**config.mk**
```make
export PLATFORM = sky130hd
export DESIGN_NAME = adc_conversion_sequencer
export DESIGN_NICKNAME = d
export VERILOG_FILES = /design/src/rtl/adc_seq_pkg.sv /design/src/rtl/osc_tick_gen.sv /design/src/rtl/adc_conversion_sequencer.sv
export SDC_FILE = /design/constraint.sdc
export NUM_CORES = 1
export LEC_CHECK = 0
export BUFFER_PORTS_ARGS = -buffer_cell sky130_fd_sc_hd__buf_2
export CAP_MARGIN = 20
export CORE_ASPECT_RATIO = 0.9
export CORE_UTILIZATION = 66
export DETAILED_ROUTE_END_ITERATION = 16
export GPL_ROUTABILITY_DRIVEN = 0
export PLACE_DENSITY = 0.86
export SLEW_MARGIN = 15
export SYNTH_ARGS = -nofsm -noshare
export SYNTH_HDL_FRONTEND = slang
export SYNTH_HIERARCHICAL = 1
export SYNTH_SLANG_ARGS = --single-unit
```
**constraint.sdc**
```tcl
create_clock -name core_clk -period 11.1 [get_ports core_clk]
set_clock_uncertainty 0.15 [all_clocks]
set_input_delay 1.11 -clock core_clk [delete_from_list [all_inputs] [get_ports core_clk]]
set_output_delay 1.11 -clock core_clk [all_outputs]
set_load 0.02 [all_outputs]
```
**src/rtl/adc_seq_pkg.sv**
```systemverilog
// constants, register layout and carrier types of the conversion sequencer
package adc_seq_pkg;

    // clock and oscillator
    localparam int CLK_HZ = 10_000_000;
    localparam int OSC_HZ = 512_000;
    // oscillator tick derived as a fraction of the core clock
    localparam int OSC_STEP = OSC_HZ / 1000;
    localparam int OSC_MOD = CLK_HZ / 1000;

    // register pointers
    localparam logic [1:0] PTR_RESULT = 2'h0;
    localparam logic [1:0] PTR_SETUP = 2'h1;
    localparam logic [1:0] PTR_STATUS = 2'h2;

    // conversion_setup layout and reset value
    localparam logic [15:0] SETUP_RESET = 16'h8583;
    localparam int SETUP_START_BIT = 15;
    localparam int SETUP_MODE_BIT = 8;
    localparam int RATE_LSB = 5;
    localparam int RATE_MSB = 7;
    localparam int SEL_LSB = 0;
    localparam int SEL_MSB = 2;

    // status layout
    localparam int STAT_BUSY_BIT = 0;
    localparam int STAT_POWER_BIT = 1;
    localparam int STAT_NEW_BIT = 2;

    // result limits
    localparam int RES_W = 24;
    localparam logic [23:0] RES_MAX = 24'h7fffff;
    localparam logic [23:0] RES_MIN = 24'h800000;
    localparam logic [23:0] RES_ZERO = 24'h000000;

    // rates in quarter samples per second: 6.25 .. 1000
    localparam int RATE_QSPS [8] = '{25, 50, 100, 200, 400, 1000, 2000, 4000};
    // conversion period in oscillator ticks: one period of the data rate
    localparam logic [16:0] PERIOD_TICKS [8] = '{
        17'(OSC_HZ * 4 / RATE_QSPS[0]), 17'(OSC_HZ * 4 / RATE_QSPS[1]),
        17'(OSC_HZ * 4 / RATE_QSPS[2]), 17'(OSC_HZ * 4 / RATE_QSPS[3]),
        17'(OSC_HZ * 4 / RATE_QSPS[4]), 17'(OSC_HZ * 4 / RATE_QSPS[5]),
        17'(OSC_HZ * 4 / RATE_QSPS[6]), 17'(OSC_HZ * 4 / RATE_QSPS[7])};
    // shift that scales the decimated sum to 24-bit code: full scale at rates 5 to 7, five eighths of it at rates 0 to 4
    localparam logic [3:0] SCALE_SHIFT [8] = '{4'h6, 4'h7, 4'h8, 4'h9,
        4'ha, 4'hc, 4'hd, 4'he};

    // mux selection codes
    localparam logic [2:0] SEL_D01 = 3'h0;
    localparam logic [2:0] SEL_D23 = 3'h1;
    localparam logic [2:0] SEL_D03 = 3'h2;
    localparam logic [2:0] SEL_D13 = 3'h3;

    typedef enum logic [1:0] {
        ST_POWER_DOWN = 2'b00,
        ST_CONVERT = 2'b01
    } seq_state_t;

    typedef struct packed {
        logic [1:0] addr;
        logic [23:0] wdata;
        logic wr;
        logic rd;
    } bus_req_t;

    typedef struct packed {
        logic [1:0] positive_converter_input;
        logic [1:0] negative_converter_input;
        logic neg_to_ground;
    } mux_route_t;

endpackage : adc_seq_pkg

```
**src/rtl/osc_tick_gen.sv**
```systemverilog
// fractional divider making the internal oscillator tick from core_clk
`timescale 1ns/1ps
`default_nettype none
module osc_tick_gen #(
    parameter int STEP = 512,
    parameter int MOD = 10000
) (
    input wire logic clk,
    input wire logic rst_n,
    output logic tick
);
    logic [15:0] acc_r;
    logic [16:0] sum;
    logic wrap;

    // phase accumulator wraps once per oscillator period
    assign sum = {1'b0, acc_r} + 17'(STEP);
    assign wrap = sum >= 17'(MOD);

    always_ff @(posedge clk or negedge rst_n) begin
        if (!rst_n) begin
            acc_r <= 16'h0000;
            tick <= 1'b0;
        end else begin
            acc_r <= wrap ? 16'(sum - 17'(MOD)) : sum[15:0];
            tick <= wrap;
        end
    end
endmodule : osc_tick_gen
`default_nettype wire

```
**src/rtl/adc_conversion_sequencer.sv**
```systemverilog
// conversion sequencer: modes, filter, result register and input mux control
`timescale 1ns/1ps
`default_nettype none
// How it works
// RULE_01: a start request in single-shot mode runs exactly one conversion.
// RULE_02: a finished single-shot conversion stores its result and powers down.
// RULE_03: in continuous mode the next conversion starts on the finishing edge.
// RULE_04: continuous results come at the programmed data rate.
// RULE_05: the result register reads at any time as the latest finished value.
// RULE_06: bits 2:0 of conversion_setup at pointer 1 pick inputs; reset 8583h.
// RULE_07: four single-ended and two differential pairings are offered.
// RULE_08: first and second inputs can be measured against the fourth.
// RULE_09: single-ended selections switch the negative input to ground.
// RULE_10: single-ended selections never yield negative codes.
// RULE_11: each result is a signed 24-bit code decimated from the bit stream.
// RULE_12: a three-bit rate field picks 6.25 to 1000 samples per second.
// RULE_13: a conversion lasts exactly one data-rate period.
// RULE_14: all timing comes from the internal 512 kHz oscillator tick.
// RULE_15: the result register keeps its value until a conversion completes.
// RULE_16: the host starts single shots by a setup write and waits one period.
module adc_conversion_sequencer #(
    parameter int OSC_STEP = adc_seq_pkg::OSC_STEP,
    parameter int OSC_MOD = adc_seq_pkg::OSC_MOD
) (
    input wire logic core_clk,
    input wire logic reset_n,
    input wire adc_seq_pkg::bus_req_t bus,
    output logic [23:0] rd_data,
    input wire logic mod_bit,
    output logic converter_power,
    output adc_seq_pkg::mux_route_t route
);
    // reset release synchroniser
    logic rst_meta_r;
    logic rst_n_r;

    always_ff @(posedge core_clk or negedge reset_n) begin
        if (!reset_n) begin
            rst_meta_r <= 1'b0;
            rst_n_r <= 1'b0;
        end else begin
            rst_meta_r <= 1'b1;
            rst_n_r <= rst_meta_r;
        end
    end

    // oscillator tick
    logic osc_tick;

    osc_tick_gen #(
        .STEP(OSC_STEP),
        .MOD(OSC_MOD)
    ) u_osc (
        .clk(core_clk),
        .rst_n(rst_n_r),
        .tick(osc_tick)
    );

    // state
    adc_seq_pkg::seq_state_t state_r;
    adc_seq_pkg::seq_state_t state_nxt;
    logic [15:0] setup_r;
    logic [15:0] setup_nxt;
    logic [16:0] cnt_r;
    logic [16:0] cnt_nxt;
    logic [16:0] period_r;
    logic [3:0] shift_r;
    logic [2:0] sel_r;
    logic signed [17:0] acc_r;
    logic signed [17:0] acc_nxt;
    logic [23:0] result_r;
    logic new_r;
    logic [23:0] rd_data_r;

    // register decode
    wire setup_wr = bus.wr && bus.addr == adc_seq_pkg::PTR_SETUP;
    wire res_rd = bus.rd && bus.addr == adc_seq_pkg::PTR_RESULT;
    wire continuous = !setup_r[adc_seq_pkg::SETUP_MODE_BIT];
    wire busy = state_r == adc_seq_pkg::ST_CONVERT;
    wire start_req = setup_wr && bus.wdata[adc_seq_pkg::SETUP_START_BIT];
    wire wr_single = bus.wdata[adc_seq_pkg::SETUP_MODE_BIT];
    // a start write launches with the fields it carries, not the old ones
    wire [2:0] rate_sel =
        setup_nxt[adc_seq_pkg::RATE_MSB:adc_seq_pkg::RATE_LSB]; // RULE_01
    wire [2:0] in_sel =
        setup_nxt[adc_seq_pkg::SEL_MSB:adc_seq_pkg::SEL_LSB];

    // a conversion ends on the tick that completes its period
    wire conv_done = busy && osc_tick && cnt_r == period_r - 17'h00001;

    // next setup value: start bit is an action, not stored state
    always_comb begin
        setup_nxt = setup_r;
        if (setup_wr) begin
            setup_nxt = bus.wdata[15:0];
            setup_nxt[adc_seq_pkg::SETUP_START_BIT] = 1'b1;
        end
    end

    // launch conditions from power-down
    wire single_go = start_req && wr_single; // RULE_01
    wire cont_go = continuous && !(setup_wr && wr_single); // RULE_03
    wire launch = !busy && (single_go || cont_go);
    wire relaunch = conv_done && continuous
        && !(setup_wr && wr_single); // RULE_03

    // sequencer
    always_comb begin
        state_nxt = state_r;
        unique case (state_r)
            adc_seq_pkg::ST_POWER_DOWN: begin
                if (launch) begin
                    state_nxt = adc_seq_pkg::ST_CONVERT;
                end
            end
            adc_seq_pkg::ST_CONVERT: begin
                if (conv_done && !relaunch) begin
                    state_nxt = adc_seq_pkg::ST_POWER_DOWN; // RULE_02
                end
            end
            default: begin
                state_nxt = adc_seq_pkg::ST_POWER_DOWN;
            end
        endcase
    end

    // period counter in oscillator ticks
    always_comb begin
        cnt_nxt = cnt_r;
        if (launch || conv_done) begin
            cnt_nxt = 17'h00000; // RULE_13
        end else if (busy && osc_tick) begin
            cnt_nxt = cnt_r + 17'h00001; // RULE_14
        end
    end

    // decimation: one signed vote per oscillator tick
    wire signed [17:0] vote = mod_bit ? 18'sh00001 : -18'sh00001;
    wire signed [17:0] acc_fin = acc_r + vote; // RULE_11

    always_comb begin
        acc_nxt = acc_r;
        if (launch || conv_done) begin
            acc_nxt = 18'sh00000;
        end else if (busy && osc_tick) begin
            acc_nxt = acc_fin;
        end
    end

    // scale to 24 bits with saturation
    wire [31:0] acc_wide = {{14{acc_fin[17]}}, acc_fin};
    wire [31:0] scaled = acc_wide << shift_r;
    wire fits = &scaled[31:23] || ~|scaled[31:23];
    wire [23:0] sat_code = fits ? scaled[23:0]
        : (scaled[31] ? adc_seq_pkg::RES_MIN : adc_seq_pkg::RES_MAX);
    wire single_ended = sel_r[2];
    wire [23:0] final_code = (single_ended && sat_code[23])
        ? adc_seq_pkg::RES_ZERO : sat_code; // RULE_10

    // settings are latched at each conversion start
    wire take_settings = launch || relaunch; // RULE_04

    always_ff @(posedge core_clk or negedge rst_n_r) begin
        if (!rst_n_r) begin
            state_r <= adc_seq_pkg::ST_POWER_DOWN;
            setup_r <= adc_seq_pkg::SETUP_RESET; // RULE_06
            cnt_r <= 17'h00000;
            acc_r <= 18'sh00000;
        end else begin
            state_r <= state_nxt;
            setup_r <= setup_nxt;
            cnt_r <= cnt_nxt;
            acc_r <= acc_nxt;
        end
    end

    always_ff @(posedge core_clk or negedge rst_n_r) begin
        if (!rst_n_r) begin
            period_r <= adc_seq_pkg::PERIOD_TICKS[0];
            shift_r <= adc_seq_pkg::SCALE_SHIFT[0];
            sel_r <= 3'h0;
        end else if (take_settings) begin
            period_r <= adc_seq_pkg::PERIOD_TICKS[rate_sel]; // RULE_12
            shift_r <= adc_seq_pkg::SCALE_SHIFT[rate_sel];
            sel_r <= in_sel; // RULE_06
        end
    end

    // result register changes only when a conversion completes
    always_ff @(posedge core_clk or negedge rst_n_r) begin
        if (!rst_n_r) begin
            result_r <= adc_seq_pkg::RES_ZERO;
        end else if (conv_done) begin
            result_r <= final_code; // RULE_15
        end
    end

    // fresh-result flag: set by completion, cleared by reading the result
    always_ff @(posedge core_clk or negedge rst_n_r) begin
        if (!rst_n_r) begin
            new_r <= 1'b0;
        end else if (conv_done) begin
            new_r <= 1'b1;
        end else if (res_rd) begin
            new_r <= 1'b0;
        end
    end

    // read data mux
    wire [23:0] status_word = {21'h00000, new_r, busy, busy};
    wire [15:0] setup_view = {!busy, setup_r[14:0]};
    wire [23:0] rd_word =
        bus.addr == adc_seq_pkg::PTR_RESULT ? result_r : // RULE_05
        bus.addr == adc_seq_pkg::PTR_SETUP ? {8'h00, setup_view} :
        bus.addr == adc_seq_pkg::PTR_STATUS ? status_word : 24'h000000;

    always_ff @(posedge core_clk or negedge rst_n_r) begin
        if (!rst_n_r) begin
            rd_data_r <= 24'h000000;
        end else begin
            rd_data_r <= bus.rd ? rd_word : 24'h000000;
        end
    end

    assign rd_data = rd_data_r;

    // input multiplexer routing from the latched selection
    always_comb begin
        route.neg_to_ground = single_ended; // RULE_09
        route.positive_converter_input = sel_r[1:0];
        route.negative_converter_input = 2'h3;
        unique case (sel_r)
            adc_seq_pkg::SEL_D01: begin
                route.positive_converter_input = 2'h0; // RULE_07
                route.negative_converter_input = 2'h1;
            end
            adc_seq_pkg::SEL_D23: begin
                route.positive_converter_input = 2'h2; // RULE_07
                route.negative_converter_input = 2'h3;
            end
            adc_seq_pkg::SEL_D03: begin
                route.positive_converter_input = 2'h0; // RULE_08
            end
            adc_seq_pkg::SEL_D13: begin
                route.positive_converter_input = 2'h1; // RULE_08
            end
            3'h4, 3'h5, 3'h6, 3'h7: begin
                route.negative_converter_input = 2'h0; // RULE_07
            end
        endcase
    end

    // analog section powered only while converting
    assign converter_power = busy; // RULE_02

    // tick spacing helper for the assertions
    logic [16:0] tick_seen_r;

    always_ff @(posedge core_clk or negedge rst_n_r) begin
        if (!rst_n_r) begin
            tick_seen_r <= 17'h00000;
        end else if (take_settings) begin
            tick_seen_r <= 17'h00000;
        end else if (busy && osc_tick) begin
            tick_seen_r <= tick_seen_r + 17'h00001;
        end
    end

    property p_single_start;
        @(posedge core_clk) disable iff (!rst_n_r)
        (!busy && setup_wr && bus.wdata[15] && bus.wdata[8])
            |=> busy && cnt_r == 17'h00000;
    endproperty
    a_single_start: assert property (p_single_start) // RULE_01
        else $error("single-shot request did not start a conversion");

    property p_single_stop;
        @(posedge core_clk) disable iff (!rst_n_r)
        (conv_done && setup_r[8] && !setup_wr) |=> !busy && !converter_power;
    endproperty
    a_single_stop: assert property (p_single_stop) // RULE_02
        else $error("single-shot conversion did not power down");

    property p_cont_restart;
        @(posedge core_clk) disable iff (!rst_n_r)
        (conv_done && !setup_r[8] && !setup_wr)
            |=> busy && cnt_r == 17'h00000 && acc_r == 18'sh00000;
    endproperty
    a_cont_restart: assert property (p_cont_restart) // RULE_03
        else $error("continuous mode did not restart at once");

    property p_period_len;
        @(posedge core_clk) disable iff (!rst_n_r)
        conv_done |-> tick_seen_r == period_r - 17'h00001;
    endproperty
    a_period_len: assert property (p_period_len) // RULE_13
        else $error("conversion length differs from one rate period");

    property p_result_read;
        @(posedge core_clk) disable iff (!rst_n_r)
        res_rd |=> rd_data == $past(result_r);
    endproperty
    a_result_read: assert property (p_result_read) // RULE_05
        else $error("result read returned a stale value");

    property p_result_hold;
        @(posedge core_clk) disable iff (!rst_n_r)
        !conv_done |=> $stable(result_r);
    endproperty
    a_result_hold: assert property (p_result_hold) // RULE_15
        else $error("result changed without a finished conversion");

    property p_se_positive;
        @(posedge core_clk) disable iff (!rst_n_r)
        (conv_done && sel_r[2]) |=> !result_r[23];
    endproperty
    a_se_positive: assert property (p_se_positive) // RULE_10
        else $error("single-ended result is negative");

    property p_se_ground;
        @(posedge core_clk) disable iff (!rst_n_r)
        busy && sel_r[2] |-> route.neg_to_ground
            && route.positive_converter_input == sel_r[1:0];
    endproperty
    a_se_ground: assert property (p_se_ground) // RULE_09
        else $error("single-ended route not grounded on negative input");

    property p_rate_latch;
        @(posedge core_clk) disable iff (!rst_n_r)
        take_settings
            |=> period_r == $past(adc_seq_pkg::PERIOD_TICKS[rate_sel]);
    endproperty
    a_rate_latch: assert property (p_rate_latch) // RULE_04
        else $error("conversion period does not follow the rate field");

    property p_cont_idle_start;
        @(posedge core_clk) disable iff (!rst_n_r)
        (!busy && continuous && !setup_wr) |=> busy && cnt_r == 17'h00000;
    endproperty
    a_cont_idle_start: assert property (p_cont_idle_start) // RULE_03
        else $error("continuous mode left the converter idle");

    property p_new_flag;
        @(posedge core_clk) disable iff (!rst_n_r)
        conv_done |=> new_r && result_r == $past(final_code);
    endproperty
    a_new_flag: assert property (p_new_flag) // RULE_02
        else $error("finished conversion not stored or not flagged");

endmodule : adc_conversion_sequencer
`default_nettype wire

```
==> results.yml, run 1 <==
die:
  fp.coreArea_um2: 12170
  die_area_um2: 13100
  start_util: 0.6860
  die_w_um: 120.6
  core.rowCount: 38
  ioPinCount: 61
  fp.dieH_um: 108.7
timing:
  fmax_mhz: 175.8
  layout_setup_ws_ns: 5.411
  hold_viol: 0
  min_period_ns: 5.689
  slew_headroom: 0.3028
  tns_ns: 0
  final-setup-viol-count: 0
  rsz0062_at_grt: "no"
  period_share: 0.5125
  worstMarginPinSlew_ns: 1.043
  finalMaxSlewViolations: 0
pwr:
  finalPower_mw: 1.617
  clockPowerShare: 0.354
  power.share.sequential: 0.331
  switching_share: 0.3334
  power_frac_comb: 0.315
  powerDensity_nw_per_um2: 175.3
  p_int_mw: 1.077
  switching_power_mw: 0.5390
  p_leak_nw: 4.179
  peakVddDrop_mv: 0.1216
layout:
  fill_cells: 834
  nets: 985
  diodes: 0
  drive_gt1_frac: 0.1821
  final_core_util: 0.7575
  final_area_um2: 9220
  area_growth_pct: 10.43
placement:
  dp_hpwl_um: 13370
  post_dp_cell_area_um2: 8607
  io_buffers: 52
  post-place-ws_ns: 5.154
job:
  cap_violations: 0
worst_setup_path:
  r2r_end: "result_r[17]$_DFFE_PN0P_"
  rr_worst_depth: 10
  cp.required_ns: 11.18
  path_common_cell: "o211ai_1"
  crit_path_start_kind: "input pin"
  cp.depth: 12
  path_cells: "buf_2, inv_1, ha_1, a21oi_2, o211ai_1, a211o_1, a221oi_2, mux2i_1, a311oi_1, o211ai_1, nand3_1, a22oi_1"
  startpoint: "mod_bit"
  r2r_start: "acc_r[0]$_DFFE_PN0P_"
  cp-end-kind: "flop"
  critical_path_class: "input pin to flop"
  endpoint: "result_r[17]$_DFFE_PN0P_"
  slowest_delay_ns: 0.81
  r2r_setup_slack_ns: 6.13
  cp_top_family: "compound AO/OA/AOI/OAI gates"
  path_max_fanout: 22
  critPathArrivalTime_ns: 5.77
  slowest_stage: "nand3_1"
  path_buf_inv: 2
clocking:
  cts_root_buffer: "clkbuf_16"
  clockBufferDepth: 2
  insertion_delay_ns: 0.42
  cts_buffers: 17
  hold_buffers: 0
  post_cts_buffers: 0
  ctsResizeCount: 0
  cts_tree: "built"
  ctsHtreeMaxLevel: 4
  cts_sinks: 130
  clk_pin_slew_ns: 0.05
global_route:
  track_usage: 0.3101
  grt_busiest_layer: "met2"
  first_global_vias: 6596
  use_met2: 0.5209
  gr-total-overflow: 0
  grtUsageMet1: 0.4076
  grt_pass1_wl_um: 32090
  antenna_found_initial: 0
  gr-usage-met3: 0.06538
  grt_max_degree: 75
outcome:
  status: "finished, final reports clean"
detailed_routing:
  drc: 0
  via_per_inst: 6.301
  vias: 6925
  ant_nets: 0
  dr.pass1.iters: 7
  drt_iter0_drc: 524
  wl_per_cell_um: 17.65
  drt_wl_total_um: 19400
logic_synthesis:
  synthTopCellsByCount: "nand2_1, dfrtp_1, nor2_1, a21oi_1, o21ai_0"
  syn_area_um2: 8349
  synth-warning-count: 6
  synthCells: 899
  synth_largest_area_cell: "dfrtp_1"
  avgSynthCellArea_um2: 9.287
  synth_cell_types: 87
  yosysSeqAreaShare: 0.3910
  yosys_register_bits: 130
  ys.flop_type: "dfrtp_1"
  synth-edff-count: 0
  async_flop_share: 1.000
  yosysTopAreaCellShare: 0.3627
  yosysMostFrequentCell: "nand2_1"
  synth_area_leaders: "dfrtp_1, nand2_1, ha_1"
  synth_nets: 958
hold_path:
  hold_class: "flop to flop"
[cell usage in the layout, fill, tap and decap left out, types with 10 or more instances in the layout]
cell / Yosys / layout
nor2_1: 79 / 79
o21ai_0: 31 / 31
nor2b_1: 10 / 10
ha_1: 27 / 27
xnor2_1: 27 / 27
nand2_1: 126 / 126
mux2_2: 20 / 20
dfrtp_1: 121 / 120
mux2i_1: 20 / 20
a31oi_1: 10 / 10
xor2_1: 24 / 24
clkbuf_16: 0 / 17
a22o_1: 12 / 12
buf_2: 10 / 52
and2_1: 15 / 15
a22oi_1: 21 / 21
nand4_1: 12 / 12
a21oi_1: 57 / 57
inv_1: 24 / 24
nor3_1: 12 / 12
nand3_1: 24 / 24
[area by class of cell]
| cell class | instances | area (um2) | area share |
|---|---|---|---|
| clock buffers | 23 | 478.0 | 0.05184 |
| clock inverters | 9 | 128.9 | 0.01398 |
| inverters | 25 | 93.84 | 0.01018 |
| multi-input cells | 696 | 4761 | 0.5164 |
| flip-flops and latches | 130 | 3268 | 0.3545 |
| well taps | 160 | 200.2 | 0.02171 |
| repair buffers | 56 | 290.3 | 0.03148 |
[registers in the layout, indices dropped and copies added (netlist names), 3 cells and up]
| signal | cells |
|---|---|
| cnt_r | 17 |
| u_osc/acc_r | 12 |
| period_r | 8 |
| setup_r | 15 |
| shift_r | 4 |
| sel_r | 3 |
| result_r | 24 |
| acc_r | 18 |
| rd_data | 24 |
[stage by stage]
step           hold slack (ns)  instances
5_1_grt                 0.2102       1099
2_1_floorplan           0.1812        899
4_1_cts                 0.2038       1099
3_3_place_gp            0.1862       1067
3_5_place_dp            0.1911       1067
6_report                0.2024       1099
[how the worst min path moves through the flow]
stage	startpoint	endpoint	slack (ns)	cells after the start
2_1_floorplan	rst_meta_r$_DFF_PN0_	rst_n_r$_DFF_PN0_	0.18	0
3_3_place_gp	rst_meta_r$_DFF_PN0_	rst_n_r$_DFF_PN0_	0.19	0
4_1_cts	rst_meta_r$_DFF_PN0_	rst_n_r$_DFF_PN0_	0.20	0
5_1_grt	rst_meta_r$_DFF_PN0_	rst_n_r$_DFF_PN0_	0.21	0
6_report	rst_meta_r$_DFF_PN0_	rst_n_r$_DFF_PN0_	0.20	0
3_5_place_dp	rst_meta_r$_DFF_PN0_	rst_n_r$_DFF_PN0_	0.19	0
[logic make-up (layout without fill, tap and decap cells)]
family          after synthesis  after routing  synth area share
compound gates              235            235            0.2050
other cells                   1              1         0.0004491
xor+xnor                     52             52           0.05545
flops                       130            130            0.3910
simple gates                331            331            0.1899
buf+inv                      73            113           0.04016
fa+ha+maj                    28             28           0.04286
mux                          49             49           0.07523
[power by group through the flow]
stage	Clock (mW)	Sequential (mW)	Combinational, mW
floorplan	0	0.538	0.394
global placement	0	0.539	0.481
detailed placement	0	0.541	0.494
CTS	0.579	0.534	0.498
global route	0.599	0.538	0.554
finish	0.572	0.534	0.510
[per-layer routing]
layer	wire length [um]	vias to the layer above	part of all wire
met2	9501	235	0.49
met4	291	0	0.015
met3	1168	29	0.060
met1	8439	3368	0.43
li1	-	3293	-
met5	0	-	0
Note: power is estimated with default switching activity, not from simulation.
==> inputs of run 2 (changes only) <==
--- a/config.mk
+++ b/config.mk
@@ -5,13 +5,14 @@
 export SDC_FILE = /design/constraint.sdc
 export NUM_CORES = 1
 export LEC_CHECK = 0
+export ABC_AREA = 1
 export BUFFER_PORTS_ARGS = -buffer_cell sky130_fd_sc_hd__buf_2
 export CAP_MARGIN = 20
 export CORE_ASPECT_RATIO = 0.9
-export CORE_UTILIZATION = 66
+export CORE_UTILIZATION = 56
 export DETAILED_ROUTE_END_ITERATION = 16
 export GPL_ROUTABILITY_DRIVEN = 0
-export PLACE_DENSITY = 0.86
+export PLACE_DENSITY = 0.78
 export SLEW_MARGIN = 15
 export SYNTH_ARGS = -nofsm -noshare
 export SYNTH_HDL_FRONTEND = slang
==> constraint.sdc (replaced) <==
create_clock -name core_clk -period 4.66 [get_ports core_clk]
set_clock_uncertainty 0.15 [all_clocks]
set_input_delay 0.466 -clock core_clk [delete_from_list [all_inputs] [get_ports core_clk]]
set_output_delay 0.466 -clock core_clk [all_outputs]
set_load 0.02 [all_outputs]
==> run 2 against run 1 <==
Net effect:
- power grew 120%
- clock power grew 140%
- register-to-register slack lost 5.3 ns
- core utilization shrank 12 points
- sequential power grew 130%
- flip-flop and latch count is the same
- global-route usage shrank 4.4 points
- area after synthesis grew 2.1%
- wire length grew 0.51%
==> results.yml, run 2 <==
outcome:
  status: "finished, final reports clean"
global_route:
  grt_pass1_wl_um: 33820
  gr-total-overflow: 0
  antenna_found_initial: 0
  grt_max_degree: 55
  track_usage: 0.2661
  first_global_vias: 7431
layout:
  final_core_util: 0.6407
  nets: 1310
  drive_gt1_frac: 0.1274
  area_growth_pct: 11.00
  layout_common_cells: "nand2_1, nand3_1, dfrtp_1"
  multi_input_area_um2: 4531
  diodes: 0
  regArea_um2: 3268
  final_common_cell: "nand2_1"
  final_area_um2: 9460
  fill_cells: 1305
die:
  core.rowCount: 42
  fp.dieH_um: 119.0
  die_area_um2: 15720
  ioPinCount: 61
  die_w_um: 132.0
  start_util: 0.5772
  fp.coreArea_um2: 14770
clocking:
  ctsResizeCount: 0
  cts_buffers: 17
  cts_root_buffer: "clkbuf_16"
  clockBufferDepth: 2
  cts_tree: "built"
  ctsHtreeMaxLevel: 4
  clk_pin_slew_ns: 0.06
  post_cts_buffers: 0
  insertion_delay_ns: 0.43
  hold_buffers: 1
  cts_sinks: 130
detailed_routing:
  drt_wl_total_um: 19500
  drt_iter0_drc: 587
  ant_nets: 0
  vias: 7824
  dr.pass1.iters: 5
  via_per_inst: 5.352
  drc: 0
  wl_per_cell_um: 13.34
worst_setup_path:
  path_max_fanout: 29
  critPathArrivalTime_ns: 4.00
  cp-end-kind: "flop"
  crit_path_start_kind: "flop"
  r2r_start: "cnt_r[0]$_DFFE_PN0P_"
  r2r_end: "cnt_r[3]$_DFFE_PN0P_"
  endpoint: "cnt_r[3]$_DFFE_PN0P_"
  r2r_setup_slack_ns: 0.82
  startpoint: "cnt_r[0]$_DFFE_PN0P_"
  critical_path_class: "flop to flop"
  rr_worst_depth: 19
  cp.required_ns: 4.82
logic_synthesis:
  ys.flop_type: "dfrtp_1"
  avgSynthCellArea_um2: 6.998
  synth-warning-count: 6
  synth-edff-count: 0
  yosysSeqAreaShare: 0.3830
  yosysTopAreaCellShare: 0.3553
  synthCells: 1218
  synth_area_leaders: "dfrtp_1, nand2_1, nand3_1"
  yosysMostFrequentCell: "nand2_1"
  async_flop_share: 1.000
  yosys_register_bits: 130
  synth_cell_types: 44
  synthTopCellsByCount: "nand2_1, nand3_1, dfrtp_1, inv_1, nor2_1"
  synth_largest_area_cell: "dfrtp_1"
  syn_area_um2: 8523
  synth_nets: 1277
timing:
  fmax_mhz: 260.6
  worstMarginPinSlew_ns: 0.8193
  final-setup-viol-count: 0
  hold_viol: 0
  whs_ns: 0.08572
  finalMaxSlewViolations: 0
  min_period_ns: 3.838
  tns_ns: 0
  slew_headroom: 0.4496
  rsz0062_at_grt: "no"
  period_share: 0.8236
pwr:
  peakVddDrop_mv: 0.3061
  powerDensity_nw_per_um2: 380.7
  finalPower_mw: 3.601
  p_leak_nw: 4.888
hold_path:
  hold_class: "input pin to flop"
  hp-start: "bus[5]"
job:
  cap_violations: 0
placement:
  post_dp_cell_area_um2: 8846
  dp_hpwl_um: 13890
  io_buffers: 52
run 2: metrics by stage:
| step | instances | setup WS (ns) |
|---|---|---|
| after floorplan | 1218 | 0.6357 |
| after CTS | 1462 | 0.8259 |
| after detailed placement | 1429 | 0.6050 |
| after global placement | 1429 | 0.6800 |
| final | 1462 | 0.8221 |
| after global routing | 1462 | 0.3807 |
run 2: final cells by class:
type / count / area share
Multi-Input combinational cell: 915 / 0.4789
Tap cell: 198 / 0.02619
Clock inverter: 13 / 0.01706
Clock buffer: 19 / 0.04682
Inverter: 125 / 0.04986
Sequential cell: 130 / 0.3455
Timing Repair Buffer: 62 / 0.03571
run 2: logic make-up (layout without fill, tap and decap cells):
logic type,Yosys count,count (layout),synth area share
other,1,1,0.0004400
xor gates and xnor gates,37,37,0.03802
buffers and inverters,173,219,0.08544
muxes,1,1,0.001174
DFF,130,130,0.3830
AOI/OAI and AO/OA,139,139,0.08617
and+or+nand+nor,709,709,0.3638
adders and majority gates,28,28,0.04198
run 2: worst min-delay path by stage:
| stage | endpoint | depth (start not counted) |
|---|---|---|
| after floorplan | rst_meta_r$_DFF_PN0_ | 0 |
| after global placement | rst_meta_r$_DFF_PN0_ | 1 |
| after detailed placement | rst_meta_r$_DFF_PN0_ | 1 |
| after CTS | setup_r[13]$_DFFE_PN0P_ | 3 |
| after global routing | setup_r[12]$_DFFE_PN0P_ | 3 |
| final | setup_r[3]$_DFFE_PN0P_ | 3 |
run 2: per-layer routing:
metal | vias to the layer above | wire (um) | GRT usage
li1 | 3971 | - | -
met4 | 0 | 267 | 0.08576
met1 | 3634 | 9022 | 0.3555
met2 | 193 | 9247 | 0.4401
met3 | 26 | 962 | 0.04470
met5 | - | 0 | 0
run 2: critical path: stages, from the launching register on:
cell	delay (ns)
dfrtp_1	0.42
ha_1	0.21
inv_1	0.06
nor3_2	0.13
inv_1	0.07
nor3_2	0.14
inv_1	0.06
nor2_1	0.19
inv_1	0.13
a21oi_1	0.13
o211ai_1	0.10
nor3_1	0.14
nand2_1	0.07
buf_4	0.24
nand2_2	0.45
inv_1	0.44
nand2_2	0.27
nand2_1	0.09
o21ai_1	0.14
a21oi_1	0.06
run 2: power by group:
part           internal [mW]  switching, mW  leakage [nW]
clock network          0.854          0.515         0.285
logic                  0.325          0.653          3.06
registers               1.20         0.0511          1.54
total                   2.38           1.22          4.89
==> inputs of run 3 (changes only) <==
--- a/config.mk
+++ b/config.mk
@@ -9,10 +9,10 @@
 export BUFFER_PORTS_ARGS = -buffer_cell sky130_fd_sc_hd__buf_2
 export CAP_MARGIN = 20
 export CORE_ASPECT_RATIO = 0.9
-export CORE_UTILIZATION = 56
+export CORE_UTILIZATION = 61
 export DETAILED_ROUTE_END_ITERATION = 16
 export GPL_ROUTABILITY_DRIVEN = 0
-export PLACE_DENSITY = 0.78
+export PLACE_DENSITY = 0.81
 export SLEW_MARGIN = 15
 export SYNTH_ARGS = -nofsm -noshare
 export SYNTH_HDL_FRONTEND = slang
==> constraint.sdc (replaced) <==
create_clock -name core_clk -period 3.9 [get_ports core_clk]
set_clock_uncertainty 0.15 [all_clocks]
set_input_delay 0.39 -clock core_clk [delete_from_list [all_inputs] [get_ports core_clk]]
set_output_delay 0.39 -clock core_clk [all_outputs]
set_load 0.02 [all_outputs]
==> run 3 against run 2 <==
Net effect:
- register-to-register slack worse by 0.12 ns
- power up 18%
- combinational power up 25%
- cell count down 1.6%
- core utilization up 6.2 points
- wire length up 0.69%
- critical path depth up 3
- maximum frequency up 20%
==> results.yml, run 3 (same netlist as run 2, synthesis figures left out) <==
pwr:
  p_int_mw: 2.783
  power.share.sequential: 0.353
  power_frac_comb: 0.287
  peakVddDrop_mv: 0.3409
  p_leak_nw: 4.931
  switching_power_mw: 1.449
  clockPowerShare: 0.359
  powerDensity_nw_per_um2: 445.6
  switching_share: 0.3424
worst_setup_path:
  cp.required_ns: 4.06
  crit_path_start_kind: "flop"
  cp-end-kind: "flop"
  critPathArrivalTime_ns: 3.36
  critical_path_class: "flop to flop"
  path_max_fanout: 23
placement:
  post-place-ws_ns: 0.4618
  dp_hpwl_um: 13720
  dp_cells: 1404
  io_buffers: 52
layout:
  diodes: 0
  layout_common_cells: "nand2_1, nand3_1, dfrtp_1"
  area_growth_pct: 11.44
  final_cells: 1438
  nets: 1316
  final_common_cell: "nand2_1"
  drive_gt1_frac: 0.1291
detailed_routing:
  vias: 7898
  ant_nets: 0
  dr.pass1.iters: 5
  wl_per_cell_um: 13.65
  drt_iter0_drc: 709
  via_per_inst: 5.492
  drc: 0
  drt_wl_total_um: 19630
die:
  fp.coreArea_um2: 13510
  die_w_um: 126.6
  start_util: 0.6307
  die_area_um2: 14450
  fp.dieH_um: 114.1
  core.rowCount: 40
  ioPinCount: 61
timing:
  final-setup-viol-count: 0
  worstMarginPinSlew_ns: 0.8070
  finalMaxSlewViolations: 0
  slew_headroom: 0.4578
  fmax_mhz: 312.4
  rsz0062_at_grt: "no"
  hold_viol: 0
  period_share: 0.8207
  tns_ns: 0
  layout_setup_ws_ns: 0.6993
  min_period_ns: 3.201
clocking:
  insertion_delay_ns: 0.42
  ctsHtreeMaxLevel: 4
  cts_buffers: 17
  clk_pin_slew_ns: 0.06
  cts_sinks: 130
  cts_tree: "built"
  post_cts_buffers: 0
  clockBufferDepth: 2
  cts_root_buffer: "clkbuf_16"
global_route:
  use_met2: 0.4888
  grt_busiest_layer: "met2"
  grt_pass1_wl_um: 34000
  first_global_vias: 7468
  grtUsageMet1: 0.3939
  track_usage: 0.2932
  antenna_found_initial: 0
  gr-usage-met3: 0.04720
  gr-total-overflow: 0
  grt_max_degree: 77
job:
  cap_violations: 0
hold_path:
  hold_class: "input pin to flop"
outcome:
  status: "finished, final reports clean"
run 3: changes by cell type in the layout (fill, tap and decap cells not counted), sizes merged:
cell	delta
clkinvlp	-2
clkinv	-1
clkbuf	+5
bufinv	-2
buf	+6
run 3: routing by layer:
layer  routed length (um)  part of all wire
met1                 9084              0.46
met2                 9232              0.47
met3                 1063             0.054
met4                  253             0.013
met5                    0                 0
run 3: worst max-delay path, cell delays in order, from the launching register on:
cell	delay, ns
dfrtp_1	0.47
fa_1	0.50
nand2_1	0.10
nand2_1	0.09
nand3_1	0.08
nand2_1	0.10
nand2_2	0.11
nand2_2	0.06
nand2_1	0.09
nand3_1	0.10
nand2_1	0.11
nand2_1	0.08
nand2_1	0.10
nand2_1	0.06
nand3_1	0.18
nand3_1	0.10
nor2_1	0.10
nand2_1	0.07
nand2_2	0.07
buf_12	0.15
nand2_1	0.07
nand3_1	0.10
nand2_1	0.05
run 3: through the flow:
| step | util | total power [mW] | cell area, um2 | hold WS, ns |
|---|---|---|---|---|
| after global placement | 0.6593 | 2.688 | 8909 | 0.02597 |
| after detailed placement | 0.6593 | 2.710 | 8909 | 0.02596 |
| after floorplan | - | 2.439 | 8524 | -0.05559 |
| after CTS | 0.7014 | 4.238 | 9478 | 0.009728 |
| final | 0.7029 | 4.232 | 9498 | 0.01869 |
| after global routing | 0.7029 | 4.488 | 9498 | 0.01956 |
run 3: what timing repair did:
item / CTS / global route
hold endpoints to repair: 2 / 0
hold buffers: 1 / 0
resized for setup: 0 / 0
run 3: layout make-up:
type                    instances  area, um2
inverters                     125      471.7
clock buffers                  24      481.7
well taps                     168      210.2
flip-flops and latches        130       3268
repair buffers                 68      457.9
clock inverters                 8      77.57
fillers                      1137       4015
multi-input cells             915       4531
run 3: worst paths after layout:
| kind | start | endpoint | slack [ns] | depth (start not counted) |
|---|---|---|---|---|
| min reg2reg | rst_n_r$_DFF_PN0_ | setup_r[3]$_DFFE_PN0P_ | 0.16 | 0 |
| min in group asynchronous | reset_n | rst_meta_r$_DFF_PN0_ | 0.15 | 2 |
| max reg2reg | acc_r[0]$_DFFE_PN0P_ | result_r[21]$_DFFE_PN0P_ | 0.70 | 22 |
| max in group asynchronous | rst_n_r$_DFF_PN0_ | setup_r[10]$_DFFE_PN1P_ | 2.76 | 1 |
| max | acc_r[0]$_DFFE_PN0P_ | result_r[21]$_DFFE_PN0P_ | 0.70 | 22 |
| min | bus[6] | setup_r[4]$_DFFE_PN0P_ | 0.02 | 3 |
run 3: power groups by stage:
stage / combinational (mW) / sequential [mW] / clock [mW]
floorplan: 0.912 / 1.53 / 0
global placement: 1.16 / 1.52 / 0
detailed placement: 1.19 / 1.52 / 0
CTS: 1.20 / 1.50 / 1.54
global route: 1.39 / 1.51 / 1.59
finish: 1.22 / 1.50 / 1.52
